### src/rtl/alzb_pkg.sv
// Purpose: constants for the ambient light zone brightness block
// Assumes: 8-bit sensor codes arrive from an external converter
// Notes:
// Functional notes
// four programmable zone boundaries, five zones
// each zone has its own brightness target
// config [6:5] picks max, average, a, b
// config [4:3] switches sensing on or off
// config [2:0] selects averaging time
// compare sensed value to four 8-bit boundaries
// ramp brightness gradually to new target; code ramps in zone mode only, register mode jumps straight to brt_q
// status bit 3 sets on every zone change
// reading status clears the change flag
// status [2:0] reports the active zone
// fifteen load resistor settings plus high-z
// select bit picks register or zone brightness
// pwm enable scales current by duty cycle
// host holds pwm high for enable time
// host holds pwm low for disable time
// host drives serial lines glitch free
// boundary codes below 0x03 act as 0x03
// averager starts from a zone 0 reading
// non-integer zone average rounds down
// sample inputs at 16 kHz, accumulate per period
// zone index counts boundaries exceeded, 0 to 4; code gives one above the highest-numbered boundary exceeded
package alzb_pkg;
   // ************************************************************
   // timing
   // ************************************************************
   localparam int CLK_HZ = 10_000_000;
   localparam int SAMPLE_HZ = 16_000;
   localparam int SAMPLE_DIV = CLK_HZ / SAMPLE_HZ;
   localparam int RAMP_HZ = 16_000;
   localparam int RAMP_DIV = CLK_HZ / RAMP_HZ;
   localparam int PWM_EN_US = 1500;
   localparam int PWM_DIS_US = 1480;
   localparam int PWM_EN_CYC = (PWM_EN_US * (CLK_HZ / 1_000_000));
   localparam int PWM_DIS_CYC = (PWM_DIS_US * (CLK_HZ / 1_000_000));
   // ************************************************************
   // field positions
   // ************************************************************
   localparam int CFG_SEL_LSB = 5;
   localparam int CFG_EN_LSB = 3;
   localparam int STAT_FLAG_BIT = 3;
   localparam logic [7:0] CFG_RESET = 8'h00;
   localparam logic [7:0] ZB_MIN = 8'h03;
   localparam logic [1:0] SEL_MAX = 2'h0;
   localparam logic [1:0] SEL_AVG = 2'h1;
   localparam logic [1:0] SEL_A = 2'h2;
   localparam logic [1:0] SEL_B = 2'h3;
   localparam logic [3:0] RES_HIGHZ = 4'h0;
endpackage

### src/rtl/alzb_averager.sv
// Purpose: accumulates zone samples and emits floor of the average
// Assumes: period is a power of two of samples
// Notes: sum divided by shift, which rounds down
`timescale 1ns/100ps
`default_nettype none
module alzb_averager
(
   input wire logic mclk,
   input wire logic rst,
   input wire logic run,
   input wire logic sample_en,
   input wire logic [2:0] zone_in,
   input wire logic [2:0] time_sel,
   output logic [2:0] zone_avg,
   output logic done
);
   logic [22:0] sum_q, sum_d;
   logic [18:0] cnt_q, cnt_d;
   logic [2:0] avg_q, avg_d;
   logic done_q, done_d;
   logic [18:0] len;
   logic [4:0] sh;
   // period length 2^(time_sel+5) samples
   always_comb
   begin
      sh = 5'(time_sel) + 5'h05;
      len = 19'(19'h00001 << sh);
      sum_d = sum_q;
      cnt_d = cnt_q;
      avg_d = avg_q;
      done_d = 1'b0;
      if (!run)
      begin
         sum_d = 23'h000000;
         cnt_d = 19'h00000;
      end
      else if (sample_en)
      begin
         if (cnt_q >= len - 19'h00001)
         begin
            avg_d = 3'((sum_q + 23'(zone_in)) >> sh);
            sum_d = 23'h000000;
            cnt_d = 19'h00000;
            done_d = 1'b1;
         end
         else
         begin
            sum_d = sum_q + 23'(zone_in);
            cnt_d = cnt_q + 19'h00001;
         end
      end
   end
   // register stage, zone 0 at start
   always_ff @(posedge mclk)
   begin
      if (rst)
      begin
         sum_q <= 23'h000000;
         cnt_q <= 19'h00000;
         avg_q <= 3'h0;
         done_q <= 1'b0;
      end
      else
      begin
         sum_q <= sum_d;
         cnt_q <= cnt_d;
         avg_q <= avg_d;
         done_q <= done_d;
      end
   end
   assign zone_avg = avg_q;
   assign done = done_q;
endmodule // alzb_averager
`default_nettype wire

### src/rtl/alzb_top.sv
// Purpose: zone detection, brightness select, ramp and pwm enable
// Assumes: registers written through a decoded write port
// Notes: sensor values are 8-bit codes from an external converter
`timescale 1ns/100ps
`default_nettype none
module alzb_top
#(
   parameter int PWM_EN_CYCLES = alzb_pkg::PWM_EN_CYC,
   parameter int PWM_DIS_CYCLES = alzb_pkg::PWM_DIS_CYC
)
(
   input wire logic mclk,
   input wire logic rst,
   input wire logic [7:0] light_sensor_input_a,
   input wire logic [7:0] light_sensor_input_b,
   input wire logic pwm_in,
   input wire logic cfg_we,
   input wire logic [7:0] cfg_wdata,
   input wire logic zb_we,
   input wire logic [1:0] zb_idx,
   input wire logic zt_we,
   input wire logic [2:0] zt_idx,
   input wire logic [7:0] reg_wdata,
   input wire logic brt_we,
   input wire logic ctl_we,
   input wire logic [7:0] ctl_wdata,
   input wire logic res_we,
   input wire logic [7:0] res_wdata,
   input wire logic stat_re,
   output logic [7:0] ambient_sense_config,
   output logic [7:0] ambient_zone_status,
   output logic [3:0] res_sel_a,
   output logic [3:0] res_sel_b,
   output logic [6:0] brightness_code,
   output logic pwm_scale_en,
   output logic device_enabled
);
   // ************************************************************
   // register file
   // ************************************************************
   logic [7:0] cfg_q, cfg_d;
   logic [7:0] zb_q [4];
   logic [7:0] zb_d [4];
   logic [6:0] zt_q [5];
   logic [6:0] zt_d [5];
   logic [6:0] brt_q, brt_d;
   logic zsel_q, zsel_d;
   logic pwmen_q, pwmen_d;
   logic [7:0] res_q, res_d;
   logic sense_on;
   logic [1:0] in_sel;

   // next register values from write strobes
   always_comb
   begin
      cfg_d = cfg_q;
      brt_d = brt_q;
      zsel_d = zsel_q;
      pwmen_d = pwmen_q;
      res_d = res_q;
      zb_d = zb_q;
      zt_d = zt_q;
      if (cfg_we)
         cfg_d = cfg_wdata;
      if (brt_we)
         brt_d = reg_wdata[6:0];
      if (ctl_we)
      begin
         zsel_d = ctl_wdata[0];
         pwmen_d = ctl_wdata[1];
      end
      if (res_we)
         res_d = res_wdata;
      if (zb_we)
         zb_d[zb_idx] = reg_wdata;
      if (zt_we && zt_idx < 3'h5)
         zt_d[zt_idx] = reg_wdata[6:0];
   end

   // register stage
   always_ff @(posedge mclk)
   begin
      if (rst)
      begin
         cfg_q <= alzb_pkg::CFG_RESET;
         brt_q <= 7'h00;
         zsel_q <= 1'b0;
         pwmen_q <= 1'b0;
         res_q <= {alzb_pkg::RES_HIGHZ, alzb_pkg::RES_HIGHZ};
         for (int i = 0; i < 4; i++)
            zb_q[i] <= 8'h00;
         for (int i = 0; i < 5; i++)
            zt_q[i] <= 7'h00;
      end
      else
      begin
         cfg_q <= cfg_d;
         brt_q <= brt_d;
         zsel_q <= zsel_d;
         pwmen_q <= pwmen_d;
         res_q <= res_d;
         zb_q <= zb_d;
         zt_q <= zt_d;
      end
   end

   assign in_sel = cfg_q[alzb_pkg::CFG_SEL_LSB +: 2];
   assign sense_on = |cfg_q[alzb_pkg::CFG_EN_LSB +: 2];
   assign res_sel_a = res_q[3:0];
   assign res_sel_b = res_q[7:4];

   // ************************************************************
   // sensed value and instantaneous zone
   // ************************************************************
   function automatic logic [7:0] alzb_eff_zb(input logic [7:0] v);
      alzb_eff_zb = (v < alzb_pkg::ZB_MIN) ? alzb_pkg::ZB_MIN : v;
   endfunction

   logic [7:0] sensed;
   logic [8:0] sum_ab;
   logic [2:0] zone_now;
   // active input mux
   always_comb
   begin
      sum_ab = {1'b0, light_sensor_input_a} + {1'b0, light_sensor_input_b};
      unique case (in_sel)
         alzb_pkg::SEL_MAX:
            sensed = (light_sensor_input_a > light_sensor_input_b) ?
                     light_sensor_input_a : light_sensor_input_b;
         alzb_pkg::SEL_AVG:
            sensed = sum_ab[8:1];
         alzb_pkg::SEL_A:
            sensed = light_sensor_input_a;
         alzb_pkg::SEL_B:
            sensed = light_sensor_input_b;
      endcase
   end

   // zone is one above the highest-numbered boundary exceeded
   always_comb
   begin
      zone_now = 3'h0;
      for (int i = 0; i < 4; i++)
         if (sensed > alzb_eff_zb(zb_q[i]))
            zone_now = 3'(i + 1);
   end

   // ************************************************************
   // sample and ramp dividers
   // ************************************************************
   logic [15:0] sdiv_q, sdiv_d;
   logic [15:0] rdiv_q, rdiv_d;
   logic sample_en, ramp_en;
   always_comb
   begin
      sample_en = (sdiv_q == 16'(alzb_pkg::SAMPLE_DIV - 1));
      ramp_en = (rdiv_q == 16'(alzb_pkg::RAMP_DIV - 1));
      sdiv_d = sample_en ? 16'h0000 : sdiv_q + 16'h0001;
      rdiv_d = ramp_en ? 16'h0000 : rdiv_q + 16'h0001;
   end
   always_ff @(posedge mclk)
   begin
      if (rst)
      begin
         sdiv_q <= 16'h0000;
         rdiv_q <= 16'h0000;
      end
      else
      begin
         sdiv_q <= sdiv_d;
         rdiv_q <= rdiv_d;
      end
   end

   logic [2:0] zone_avg;
   logic avg_done;
   alzb_averager alzb_averager_inst
   (
      .mclk(mclk),
      .rst(rst),
      .run(sense_on),
      .sample_en(sample_en),
      .zone_in(zone_now),
      .time_sel(cfg_q[2:0]),
      .zone_avg(zone_avg),
      .done(avg_done)
   );

   // ************************************************************
   // active zone and status flag
   // ************************************************************
   logic [2:0] zone_q, zone_d;
   logic flag_q, flag_d;
   logic zone_chg;
   always_comb
   begin
      zone_d = zone_q;
      zone_chg = 1'b0;
      if (avg_done && zone_avg != zone_q)
      begin
         zone_d = zone_avg;
         zone_chg = 1'b1;
      end
      flag_d = flag_q;
      if (stat_re)
         flag_d = 1'b0;
      if (zone_chg)
         flag_d = 1'b1;
   end
   always_ff @(posedge mclk)
   begin
      if (rst)
      begin
         zone_q <= 3'h0;
         flag_q <= 1'b0;
      end
      else
      begin
         zone_q <= zone_d;
         flag_q <= flag_d;
      end
   end
   assign ambient_sense_config = cfg_q;
   assign ambient_zone_status = {4'h0, flag_q, zone_q};

   // ************************************************************
   // brightness select and ramp
   // ************************************************************
   logic [6:0] target;
   logic [6:0] code_q, code_d;
   always_comb
   begin
      target = zsel_q ? zt_q[zone_q] : brt_q;
      code_d = code_q;
      if (!zsel_q)
         code_d = brt_q;
      else if (ramp_en && code_q < target)
         code_d = code_q + 7'h01;
      else if (ramp_en && code_q > target)
         code_d = code_q - 7'h01;
   end
   always_ff @(posedge mclk)
   begin
      if (rst)
         code_q <= 7'h00;
      else
         code_q <= code_d;
   end
   assign brightness_code = code_q;
   assign pwm_scale_en = pwmen_q;

   // ************************************************************
   // simple enable / disable through pwm pin
   // ************************************************************
   logic [15:0] hold_q, hold_d;
   logic pin_q, pin_d;
   logic en_q, en_d;
   always_comb
   begin
      pin_d = pwm_in;
      hold_d = (pwm_in != pin_q) ? 16'h0000 :
               (hold_q == 16'hFFFF ? hold_q : hold_q + 16'h0001);
      en_d = en_q;
      if (pin_q && hold_q >= 16'(PWM_EN_CYCLES - 1))
         en_d = 1'b1;
      if (!pin_q && hold_q >= 16'(PWM_DIS_CYCLES - 1))
         en_d = 1'b0;
   end
   always_ff @(posedge mclk)
   begin
      if (rst)
      begin
         hold_q <= 16'h0000;
         pin_q <= 1'b0;
         en_q <= 1'b0;
      end
      else
      begin
         hold_q <= hold_d;
         pin_q <= pin_d;
         en_q <= en_d;
      end
   end
   assign device_enabled = en_q;
endmodule // alzb_top
`default_nettype wire

### config.mk
export PLATFORM = sky130hd
export DESIGN_NAME = alzb_top
export DESIGN_NICKNAME = d
export VERILOG_FILES = /design/src/rtl/alzb_pkg.sv /design/src/rtl/alzb_averager.sv /design/src/rtl/alzb_top.sv
export SDC_FILE = /design/constraint.sdc
export NUM_CORES = 1
export LEC_CHECK = 0
export BUFFER_PORTS_ARGS = -buffer_cell sky130_fd_sc_hd__buf_2
export CAP_MARGIN = 20
export CORE_MARGIN = 4
export CORE_UTILIZATION = 65
export DETAILED_ROUTE_END_ITERATION = 8
export PLACE_DENSITY = 0.86
export SLEW_MARGIN = 20
export SYNTH_ARGS = -nofsm -noshare
export SYNTH_HDL_FRONTEND = slang
export SYNTH_SLANG_ARGS = --single-unit
### constraint.sdc
create_clock -name mclk -period 19.6 [get_ports mclk]
set_input_delay 4.9 -clock mclk [delete_from_list [all_inputs] [get_ports mclk]]
set_output_delay 4.9 -clock mclk [all_outputs]
set_load 0.05 [all_outputs]
==> Yosys cells after proc, flatten, opt, wreduce, memory -nomap -nowiden <==
Cells that the tools add are included.
{ "word_totals": {"wordCells": 120, "out_inout_bits": 33, "register_bits": 199, "input_bits": 63} }
{ "classes": {"add_sub_neg": 10, "reduce_logical": 19, "order_cmp": 20, "n_bitwise": 5, "n_shift": 2, "n_mux": 29, "eq_ne": 9} }
{ "ops": {"columns": ["cell", "count"], "rows": [
  ["$mux 7", 7],
  ["$add 16x1->16 const B", 3],
  ["$mux 8", 6],
  ["$gt 8x8->1", 5],
  ["$bwmux 35", 1],
  ["$bwmux 32", 1],
  ["$eq 16x10->1 const B", 2],
  ["$ge 16x14->1 const B", 2],
  ["$lt 8x2->1 const B", 4],
  ["$pmux 8 s4", 1],
  ["$add 23x3->23", 1],
  ["$mux 23", 1],
  ["$shr 23x5->3", 1],
  ["$bmux 7 s3", 1],
  ["$demux 7 s3", 1],
  ["$add 19x1->19 const B", 1],
  ["$ge 19x19->1", 1],
  ["$mux 19", 1],
  ["$shl 1x5->19 const A", 1],
  ["$sub 19x1->19 const B", 1],
  ["$demux 8 s2", 1],
  ["$eq 16x16->1 const B", 1],
  ["$reduce_or 2->1", 6],
  ["$add 8x8->9", 1],
  ["26 further kinds", 43]
]} }

==> Longest topological paths before layout <==
Gate-level depths: netlist of the first run.
{ "logic_depth": {"word_depth": 10, "depth_mapped": 27, "ltp_nobuf": 27} }

==> By module <==
A second synthesis of the first run with hierarchy kept.
{ "hier_totals": {"hier_cells": 1290, "area_unflattened_um2": 10998.0} }
{ "modules_own_cells": {"columns": ["mod", "n_inst", "seq_area_each_um2", "cells_each", "area_each_um2"], "rows": [
  ["alzb_top", 1, 3062.9, 958, 8385.5],
  ["alzb_averager", 1, 760.7, 332, 2612.5]
]} }

==> Worst setup path after synthesis of the first run <==
No wires, ideal clock.
{ "synth_path": {"path_type": "in2reg", "startpoint": "input port light_sensor_input_b[1]", "endpoint": "register alzb_averager_inst.avg_q[0], in the netlist alzb_averager_inst.zone_avg[0]", "path_buffers": 0, "setup_ps": 91, "setup_slack_ps": 9727, "arrival_ps": 9782, "cell_stages": 26, "t_required_ps": 19509, "cell_sequence": "inv_1 ha_1 nor2b_1 o21ai_0 a21oi_1 o21ai_0 a31oi_1 mux2_2 a211oi_1 ha_1 a21o_1 a21o_1 o21ai_0 a21o_1 o311ai_0 a21oi_1 ha_1 inv_1 fa_1 and2b_1 o21a_2 nand2_1 xor2_1 a2111oi_2 a31oi_1 a311oi_1"} }
{ "synth_via": {"elab_chain_cells": 10, "word_cells_on_any_way": 14, "cone_classes": "add/sub (2); order compare (5); shift (1); mux (6)"} }
{ "synth_lines": {"columns": ["element", "line", "rtl"], "rows": [
  ["start, declared", "alzb_top.sv:15", "input wire logic [7:0] light_sensor_input_b,"],
  ["$gt 8x8->1", "alzb_top.sv:128", "sensed = (light_sensor_input_a > light_sensor_input_b) ?"],
  ["$mux 8", "alzb_top.sv:128", null],
  ["$pmux 8 s4 (*)", "alzb_top.sv:126", "unique case (in_sel)"],
  ["$gt 8x8->1", "alzb_top.sv:144", "if (sensed > alzb_eff_zb(zb_q[i]))"],
  ["$mux 1", "alzb_top.sv:144", null],
  ["$mux 3 (2 in series)", "alzb_top.sv:144", null],
  ["$mux 3 (*)", "alzb_top.sv:144", null],
  ["$add 23x3->23 (*)", "alzb_averager.sv:41", "avg_d = 3'((sum_q + 23'(zone_in)) >> sh);"],
  ["$shr 23x5->3 (*)", "alzb_averager.sv:41", null],
  ["end signal, assigned", "alzb_averager.sv:67", "avg_q <= avg_d;"],
  ["end, declared", "alzb_averager.sv:19", "logic [2:0] avg_q, avg_d;"]
]} }
Mark *: on every way between the ends. The rest lies on a longest branch, timed or not.
A chain may end at the register's enable or synchronous reset.

==> Worst setup path after layout of the first run <==
Same ends and word-level chain as after synthesis.

==> results of run 1 <==
-- final cells by class --
class	instances	share of cell area
inverters	67	0.02066
multi-input cells	987	0.5567
repair buffers	89	0.03761
flip-flops and latches	191	0.3140
clock inverters	11	0.01058
well taps	220	0.02261
clock buffers	21	0.03782
-- per-stage QoR --
step / cell area [µm²] / power, mW / setup slack (ns) / utilization / cells
detailed placement: 11590 / 0.5595 / 8.524 / 0.6962 / 1554
CTS: 12180 / 0.9086 / 8.986 / 0.7316 / 1586
floorplan: 11120 / 0.5246 / 9.727 / - / 1306
finish: 12180 / 0.9041 / 8.945 / 0.7316 / 1586
global placement: 11590 / 0.5537 / 8.658 / 0.6962 / 1554
global route: 12180 / 0.9433 / 8.429 / 0.7316 / 1586
-- cell families (layout without fill, tap and decap cells) --
logic type / Yosys count / count (layout)
other cells: 2 / 8
xor+xnor: 78 / 78
flops: 191 / 191
mux: 106 / 106
fa+ha+maj: 85 / 85
buf+inv: 128 / 188
compound gates: 223 / 223
simple gates: 487 / 487
-- placed cells by master, fill, tap and decap left out, types with 11 or more instances in the layout --
master,instances
xnor2_1,41
o21ai_0,49
nand4_1,19
nor2_2,12
o21a_1,15
nand2b_1,12
a211oi_1,11
xor2_1,37
dfxtp_1,191
a21o_1,13
and3_1,23
a21oi_1,63
nor2_1,215
mux2i_1,96
ha_1,82
nor2b_1,13
nand3_1,47
clkbuf_16,17
nand2_1,80
inv_1,67
buf_2,84
nor3_1,14
-- registers in the layout, summed over array words and instances (netlist names), 3 cells and up --
name	count
zt_q	35
zb_q	32
alzb_averager_inst.cnt_q	19
hold_q	16
rdiv_q	16
sdiv_q	16
alzb_averager_inst.sum_q	15
ambient_sense_config	8
res_q	8
brightness_code	7
brt_q	7
alzb_averager_inst.zone_avg	3
zone_q	3
-- critical path: stages --
cell       delay, ns
buf_2           0.11
inv_1           0.07
ha_1            0.30
nor2b_1         0.13
o21ai_0         0.08
a21oi_1         0.15
o21ai_0         0.16
a31oi_1         0.30
mux2_2          0.38
a211oi_1        0.75
ha_1            0.37
a21o_1          0.18
a21o_1          0.18
o21ai_0         0.19
a21o_1          0.18
o311ai_0        0.16
a21oi_1         0.22
ha_1            0.20
inv_1           0.06
fa_1            0.36
and2b_1         0.29
o21a_2          0.21
nand2_1         0.16
xor2_1          0.20
a2111oi_2       0.37
a31oi_1         0.07
a311oi_1        0.26
-- worst max-delay path by stage --
stage                            start                              to  cells past startpoint
2_1_floorplan  light_sensor_input_b[1]  alzb_averager_inst.zone_avg[0]                     26
3_3_place_gp   light_sensor_input_b[1]  alzb_averager_inst.zone_avg[0]                     28
3_5_place_dp   light_sensor_input_b[1]  alzb_averager_inst.zone_avg[0]                     28
4_1_cts        light_sensor_input_b[1]  alzb_averager_inst.zone_avg[0]                     28
5_1_grt        light_sensor_input_b[1]  alzb_averager_inst.zone_avg[0]                     28
6_report       light_sensor_input_b[1]  alzb_averager_inst.zone_avg[0]                     27
-- where the power goes --
group          total (mW)  switching [mW]  leakage, nW  internal, mW
combinational       0.146          0.0867         3.18        0.0595
sequential          0.408          0.0107         1.55         0.397
clock               0.350           0.154        0.284         0.196
-- layer usage --
layer / share of wire / routed length (µm) / track usage / up-vias
met2: 0.49 / 12100 / 0.4427 / 224
met4: 0.021 / 523 / 0.08599 / 0
met3: 0.044 / 1071 / 0.04759 / 51
met5: 0 / 0 / 0 / -
met1: 0.44 / 10870 / 0.3246 / 4375
li1: - / - / - / 4612
==> results.py, run 1 <==
metrics = {
    "cells_and_area": {
        "area_growth_pct": 9.744,
        "register_area_um2": 3824,
        "drive_gt1_frac": 0.1245,
        "diodes": 0,
        "multiInputGateArea_um2": 6778,
        "nFillCells": 1226,
        "final_nets": 1501,
    },
    "worst_setup_path": {
        "r2r_cells": 23,
        "reg2reg_from": "ambient_sense_config[6]",
        "end_kind": "flop",
        "crit_required_ns": 19.94,
        "crit_type": "input pin to flop",
        "cp.arrival_ns": 11.00,
        "worstReg2RegEnd": "alzb_averager_inst.zone_avg[0]",
        "critPathLaunchType": "input pin",
        "ff2ff_setup_slack_ns": 13.36,
        "critPathMaxFanout": 6,
    },
    "floorplan": {
        "dieArea_um2": 19220,
        "ios": 96,
        "core_area_um2": 16640,
        "die_width_um": 138.6,
        "start_util": 0.6666,
        "row_count": 47,
        "die_y_um": 138.6,
    },
    "global_route": {
        "grt_max_degree": 101,
        "antenna_found_initial": 0,
        "gr-total-overflow": 0,
        "grt_pass1_vias": 8977,
        "grt_usage": 0.2565,
        "grt_first_pass_wirelength_um": 41940,
    },
    "routing": {
        "drc": 0,
        "dr.pass1.iters": 6,
        "first_iter_violations": 774,
        "postRouteAntennaNets": 0,
        "totalWireLength_um": 24560,
        "vias_per_cell": 5.840,
        "num_vias": 9262,
        "wl_per_cell_um": 15.49,
    },
    "yosys": {
        "synth_top_area_share": 0.3446,
        "synth_top_family_by_area": "simple AND/OR/NAND/NOR gates",
        "muxShareOfSynthArea": 0.1039,
        "async_flop_share": 0,
        "synth_top_area_cell": "dfxtp_1",
        "syn_inst": 1300,
        "synth-compound-area-share": 0.1341,
        "synthAdderAreaFrac": 0.09789,
        "yosys_warnings": 0,
        "synth_edf_count": 0,
        "syn_avg_cell_area_um2": 8.534,
        "ys.flop_type": "dfxtp_1",
        "netlist_top_cells_area": "dfxtp_1, ha_1, mux2i_1",
        "synth-simple-area-share": 0.2108,
        "synth_area_um2": 11090,
        "ys_ff_latch": 191,
        "yosysMostFrequentCell": "nor2_1",
        "ys_seq_area_frac": 0.3446,
        "synthXorXnorAreaFrac": 0.06158,
        "ys_types": 74,
        "synth_common_cells": "nor2_1, dfxtp_1, mux2i_1, ha_1, nand2_1",
    },
    "place": {
        "place_congestion": 0.9176,
        "port_buffers": 85,
        "dp_hpwl_um": 16890,
    },
    "sta": {
        "fin_hold_ws_ns": 0.4622,
        "max_slew.worst_pin.slew_ns": 1.032,
        "finalHoldViolCount": 0,
        "slew-limit-headroom": 0.3122,
        "fin_setup_tns_ns": 0,
        "slew_viol_final": 0,
        "period_minus_slack_ns": 10.66,
        "setup_viol": 0,
        "max_freq_mhz": 93.85,
        "finalCritPeriodShare": 0.5436,
        "finClkSkew_ns": 0.01622,
        "rsz0062_at_grt": "no",
    },
    "clock_network": {
        "clockBufferDepth": 2,
        "clkSlewWorstSetupHoldPaths_ns": 0.07,
        "cts_buffers": 17,
        "h-tree-depth": 4,
        "clock_insertion_delay_worst_skew_ns": 0.44,
        "cts_setup_buffers": 0,
        "cts_tree": "yes",
        "cts.sinks": 191,
        "ctsResizeCount": 0,
        "cts_hold_buffers": 0,
        "cts-root-buf": "clkbuf_16",
    },
    "worst_hold_path": {
        "hold_class": "flop to flop",
        "worstHoldEndpoint": "zt_q[29]",
        "hold-path-cell-count": 2,
        "hp-start": "zt_q[29]",
    },
    "power_and_ir_drop": {
        "peakVddDrop_uv": 77.79,
        "p_leak_nw": 5.018,
        "power_density_nw_per_um2": 74.26,
    },
    "run": {
        "cap_violations": 0,
    },
    "outcome": {
        "status": "completed",
    },
}
(Power assumes the default switching activity.)
==> run 2, diff against run 1 <==
--- a/config.mk
+++ b/config.mk
@@ -5,12 +5,13 @@
 export SDC_FILE = /design/constraint.sdc
 export NUM_CORES = 1
 export LEC_CHECK = 0
+export ABC_AREA = 1
 export BUFFER_PORTS_ARGS = -buffer_cell sky130_fd_sc_hd__buf_2
 export CAP_MARGIN = 20
 export CORE_MARGIN = 4
-export CORE_UTILIZATION = 65
+export CORE_UTILIZATION = 55
 export DETAILED_ROUTE_END_ITERATION = 8
-export PLACE_DENSITY = 0.86
+export PLACE_DENSITY = 0.77
 export SLEW_MARGIN = 20
 export SYNTH_ARGS = -nofsm -noshare
 export SYNTH_HDL_FRONTEND = slang
==> constraint.sdc (replaced) <==
create_clock -name mclk -period 9.8 [get_ports mclk]
set_input_delay 2.45 -clock mclk [delete_from_list [all_inputs] [get_ports mclk]]
set_output_delay 2.45 -clock mclk [all_outputs]
set_load 0.05 [all_outputs]
==> run 2 against run 1 <==
  * Sequential cell count is the same
  * Cell area grew 4.8%
  * Via count grew 20%
  * Count of clock-buffer cells in the layout is the same
  * Largest cell class unchanged
  * Synthesized cell count grew 33%
  * Global-route usage shrank 2.2 points
  * Combinational power grew 120%
==> results.py, run 2 <==
metrics = {
    "outcome": {
        "status": "completed",
    },
    "power_and_ir_drop": {
        "power_density_nw_per_um2": 143.1,
        "peakVddDrop_uv": 111.5,
        "intPower_mw": 1.284,
        "p_clk_frac": 0.373,
        "p_leak_nw": 5.606,
        "seqPwrFrac": 0.449,
        "switching_share": 0.2966,
        "switching_power_mw": 0.5415,
        "combPwrFrac": 0.178,
    },
    "cells_and_area": {
        "nFillCells": 1896,
        "finalNonFillerCells": 2069,
        "fin_area_um2": 12760,
        "final_cell_mix": "nand2_1, inv_1, nor2_1",
        "largest_register": "zt_q",
        "utilization": 0.6227,
        "final_common_cell": "nand2_1",
        "register_area_um2": 3824,
        "area_growth_pct": 9.726,
        "final_nets": 1934,
        "largest_registers": "zt_q: 35 flops, zb_q: 32 flops, alzb_averager_inst.cnt_q: 19 flops",
        "multiInputGateArea_um2": 6654,
        "diodes": 0,
        "largest_register_ffs": 35,
        "drive_gt1_frac": 0.09394,
    },
    "sta": {
        "max_freq_mhz": 136.8,
        "finalCritPeriodShare": 0.7460,
        "setup_viol": 0,
        "slew_viol_final": 0,
        "finClkSkew_ns": 0.01025,
        "period_minus_slack_ns": 7.311,
        "fin_setup_tns_ns": 0,
        "finalHoldViolCount": 0,
        "rsz0062_at_grt": "no",
        "slew-limit-headroom": 0.4166,
        "max_slew.worst_pin.slew_ns": 0.8751,
    },
    "routing": {
        "first_iter_violations": 847,
        "wl_per_cell_um": 13.57,
        "num_vias": 11120,
        "totalWireLength_um": 28080,
        "drc": 0,
        "vias_per_cell": 5.375,
        "dr.pass1.iters": 5,
        "postRouteAntennaNets": 0,
    },
    "yosys": {
        "synth_common_cells": "nand2_1, inv_1, nor2_1, dfxtp_1, a21oi_1",
        "ys_types": 54,
        "ys.flop_type": "dfxtp_1",
        "muxShareOfSynthArea": 0,
        "yosysMostFrequentCell": "nand2_1",
        "synth_area_um2": 11630,
        "synthAdderAreaFrac": 0.09338,
        "netlist_top_cells_area": "dfxtp_1, nand2_1, ha_1",
        "syn_inst": 1726,
        "async_flop_share": 0,
        "synth-simple-area-share": 0.2888,
        "ys_ff_latch": 191,
        "yosys_warnings": 0,
        "syn_avg_cell_area_um2": 6.738,
        "synth_top_area_share": 0.3288,
        "synth_top_family_by_area": "simple AND/OR/NAND/NOR gates",
        "synth-compound-area-share": 0.1701,
        "synthXorXnorAreaFrac": 0.01732,
        "synth_edf_count": 0,
        "synth_top_area_cell": "dfxtp_1",
        "ys_seq_area_frac": 0.3288,
    },
    "floorplan": {
        "dieArea_um2": 23540,
        "die_width_um": 153.4,
        "row_count": 52,
        "core_area_um2": 20490,
        "start_util": 0.5675,
        "ios": 96,
        "die_y_um": 153.4,
    },
    "clock_network": {
        "cts_tree": "yes",
        "cts_buffers": 17,
        "cts_setup_buffers": 0,
        "clock_insertion_delay_worst_skew_ns": 0.43,
        "h-tree-depth": 4,
        "cts_hold_buffers": 0,
        "clkSlewWorstSetupHoldPaths_ns": 0.07,
        "cts.sinks": 191,
        "ctsResizeCount": 0,
        "clockBufferDepth": 2,
        "cts-root-buf": "clkbuf_16",
    },
    "run": {
        "cap_violations": 0,
    },
    "worst_setup_path": {
        "cp.arrival_ns": 7.62,
        "slowest_delay_ns": 0.47,
        "critPathLaunchType": "input pin",
        "reg2reg_from": "ambient_sense_config[5]",
        "cp-startpoint": "light_sensor_input_b[5]",
        "critPathMaxFanout": 14,
        "critPathBufInv": 5,
        "crit_required_ns": 10.11,
        "crit_top_cell": "nand2_1",
        "cp_top_family": "compound AO/OA/AOI/OAI gates",
        "cp_slowest_cell": "a21oi_1",
        "crit_type": "input pin to flop",
        "end_kind": "flop",
    },
    "worst_hold_path": {
        "hold_class": "flop to flop",
        "hp-start": "device_enabled",
    },
    "place": {
        "placed_cell_area_um2": 12190,
        "dp_hpwl_um": 20840,
        "place_congestion": 0.9434,
        "port_buffers": 85,
        "dp.cells": 2037,
    },
    "global_route": {
        "grt_max_degree": 103,
        "grt_first_pass_wirelength_um": 46890,
        "antenna_found_initial": 1,
        "gr-total-overflow": 0,
        "grt_usage": 0.2346,
        "grt_pass1_vias": 10100,
    },
}
==> run 2: cell types whose count changed in the layout (fill, tap and decap cells not counted), moves of 13 or more <==
cell     before  now
xor2_1       37   16
a21oi_1      63  157
nor2b_1      13    0
mux2i_1      96    0
inv_1        67  238
xnor2_1      41    7
o21ai_0      49  155
nor2_1      215  237
nand2_1      80  288
and3_1       23    1
nand3_1      47  125
==> run 2: kinds of logic after synthesis <==
family                   after synthesis
XOR/XNOR                              23
AND/OR/NAND/NOR                      758
other                                  2
flip-flops                           191
buffers and inverters                301
AO/OA/AOI/OAI                        366
adder cells (fa/ha/maj)               85
==> run 2: layer usage <==
layer / vias up / track usage / share of wire
met1: 5023 / 0.3150 / 0.46
met5: - / 0 / 0.00071
met4: 2 / 0.07359 / 0.024
met3: 53 / 0.04439 / 0.054
met2: 253 / 0.3840 / 0.46
li1: 5790 / - / -
==> run 2: area by class of cell <==
| class | instances | area share |
|---|---|---|
| Clock inverter | 11 | 0.008138 |
| Clock buffer | 21 | 0.03687 |
| Sequential cell | 191 | 0.2996 |
| Inverter | 250 | 0.07354 |
| Timing Repair Buffer | 86 | 0.03392 |
| Multi-Input combinational cell | 1240 | 0.5214 |
| Tap cell | 270 | 0.02647 |
==> run 2: final timing paths <==
path	cells past startpoint	slack, ns	to
hold reg to reg	2	0.44	device_enabled
setup reg to reg	23	4.80	alzb_averager_inst.zone_avg[1]
hold / removal	2	0.44	device_enabled
setup / recovery	29	2.49	alzb_averager_inst.zone_avg[1]
==> run 2: worst min-delay path: stages (launching register included) <==
cell and delay [ns]:
dfxtp_1 0.31, inv_1 0.04, a21oi_1 0.05
==> run 2: power groups by stage <==
stage	Combinational [mW]	Clock (mW)	Sequential, mW
floorplan	0.220	0	0.856
global route	0.374	0.723	0.823
global placement	0.311	0	0.836
finish	0.325	0.681	0.820
detailed placement	0.321	0	0.837
CTS	0.324	0.693	0.819
==> run 2: per-stage QoR <==
stage	power, mW	hold slack (ns)	setup slack (ns)
floorplan	1.077	0.4245	3.254
CTS	1.837	0.4436	2.574
global placement	1.147	0.4331	2.222
global route	1.920	0.4646	1.950
finish	1.826	0.4403	2.489
detailed placement	1.158	0.4324	2.189
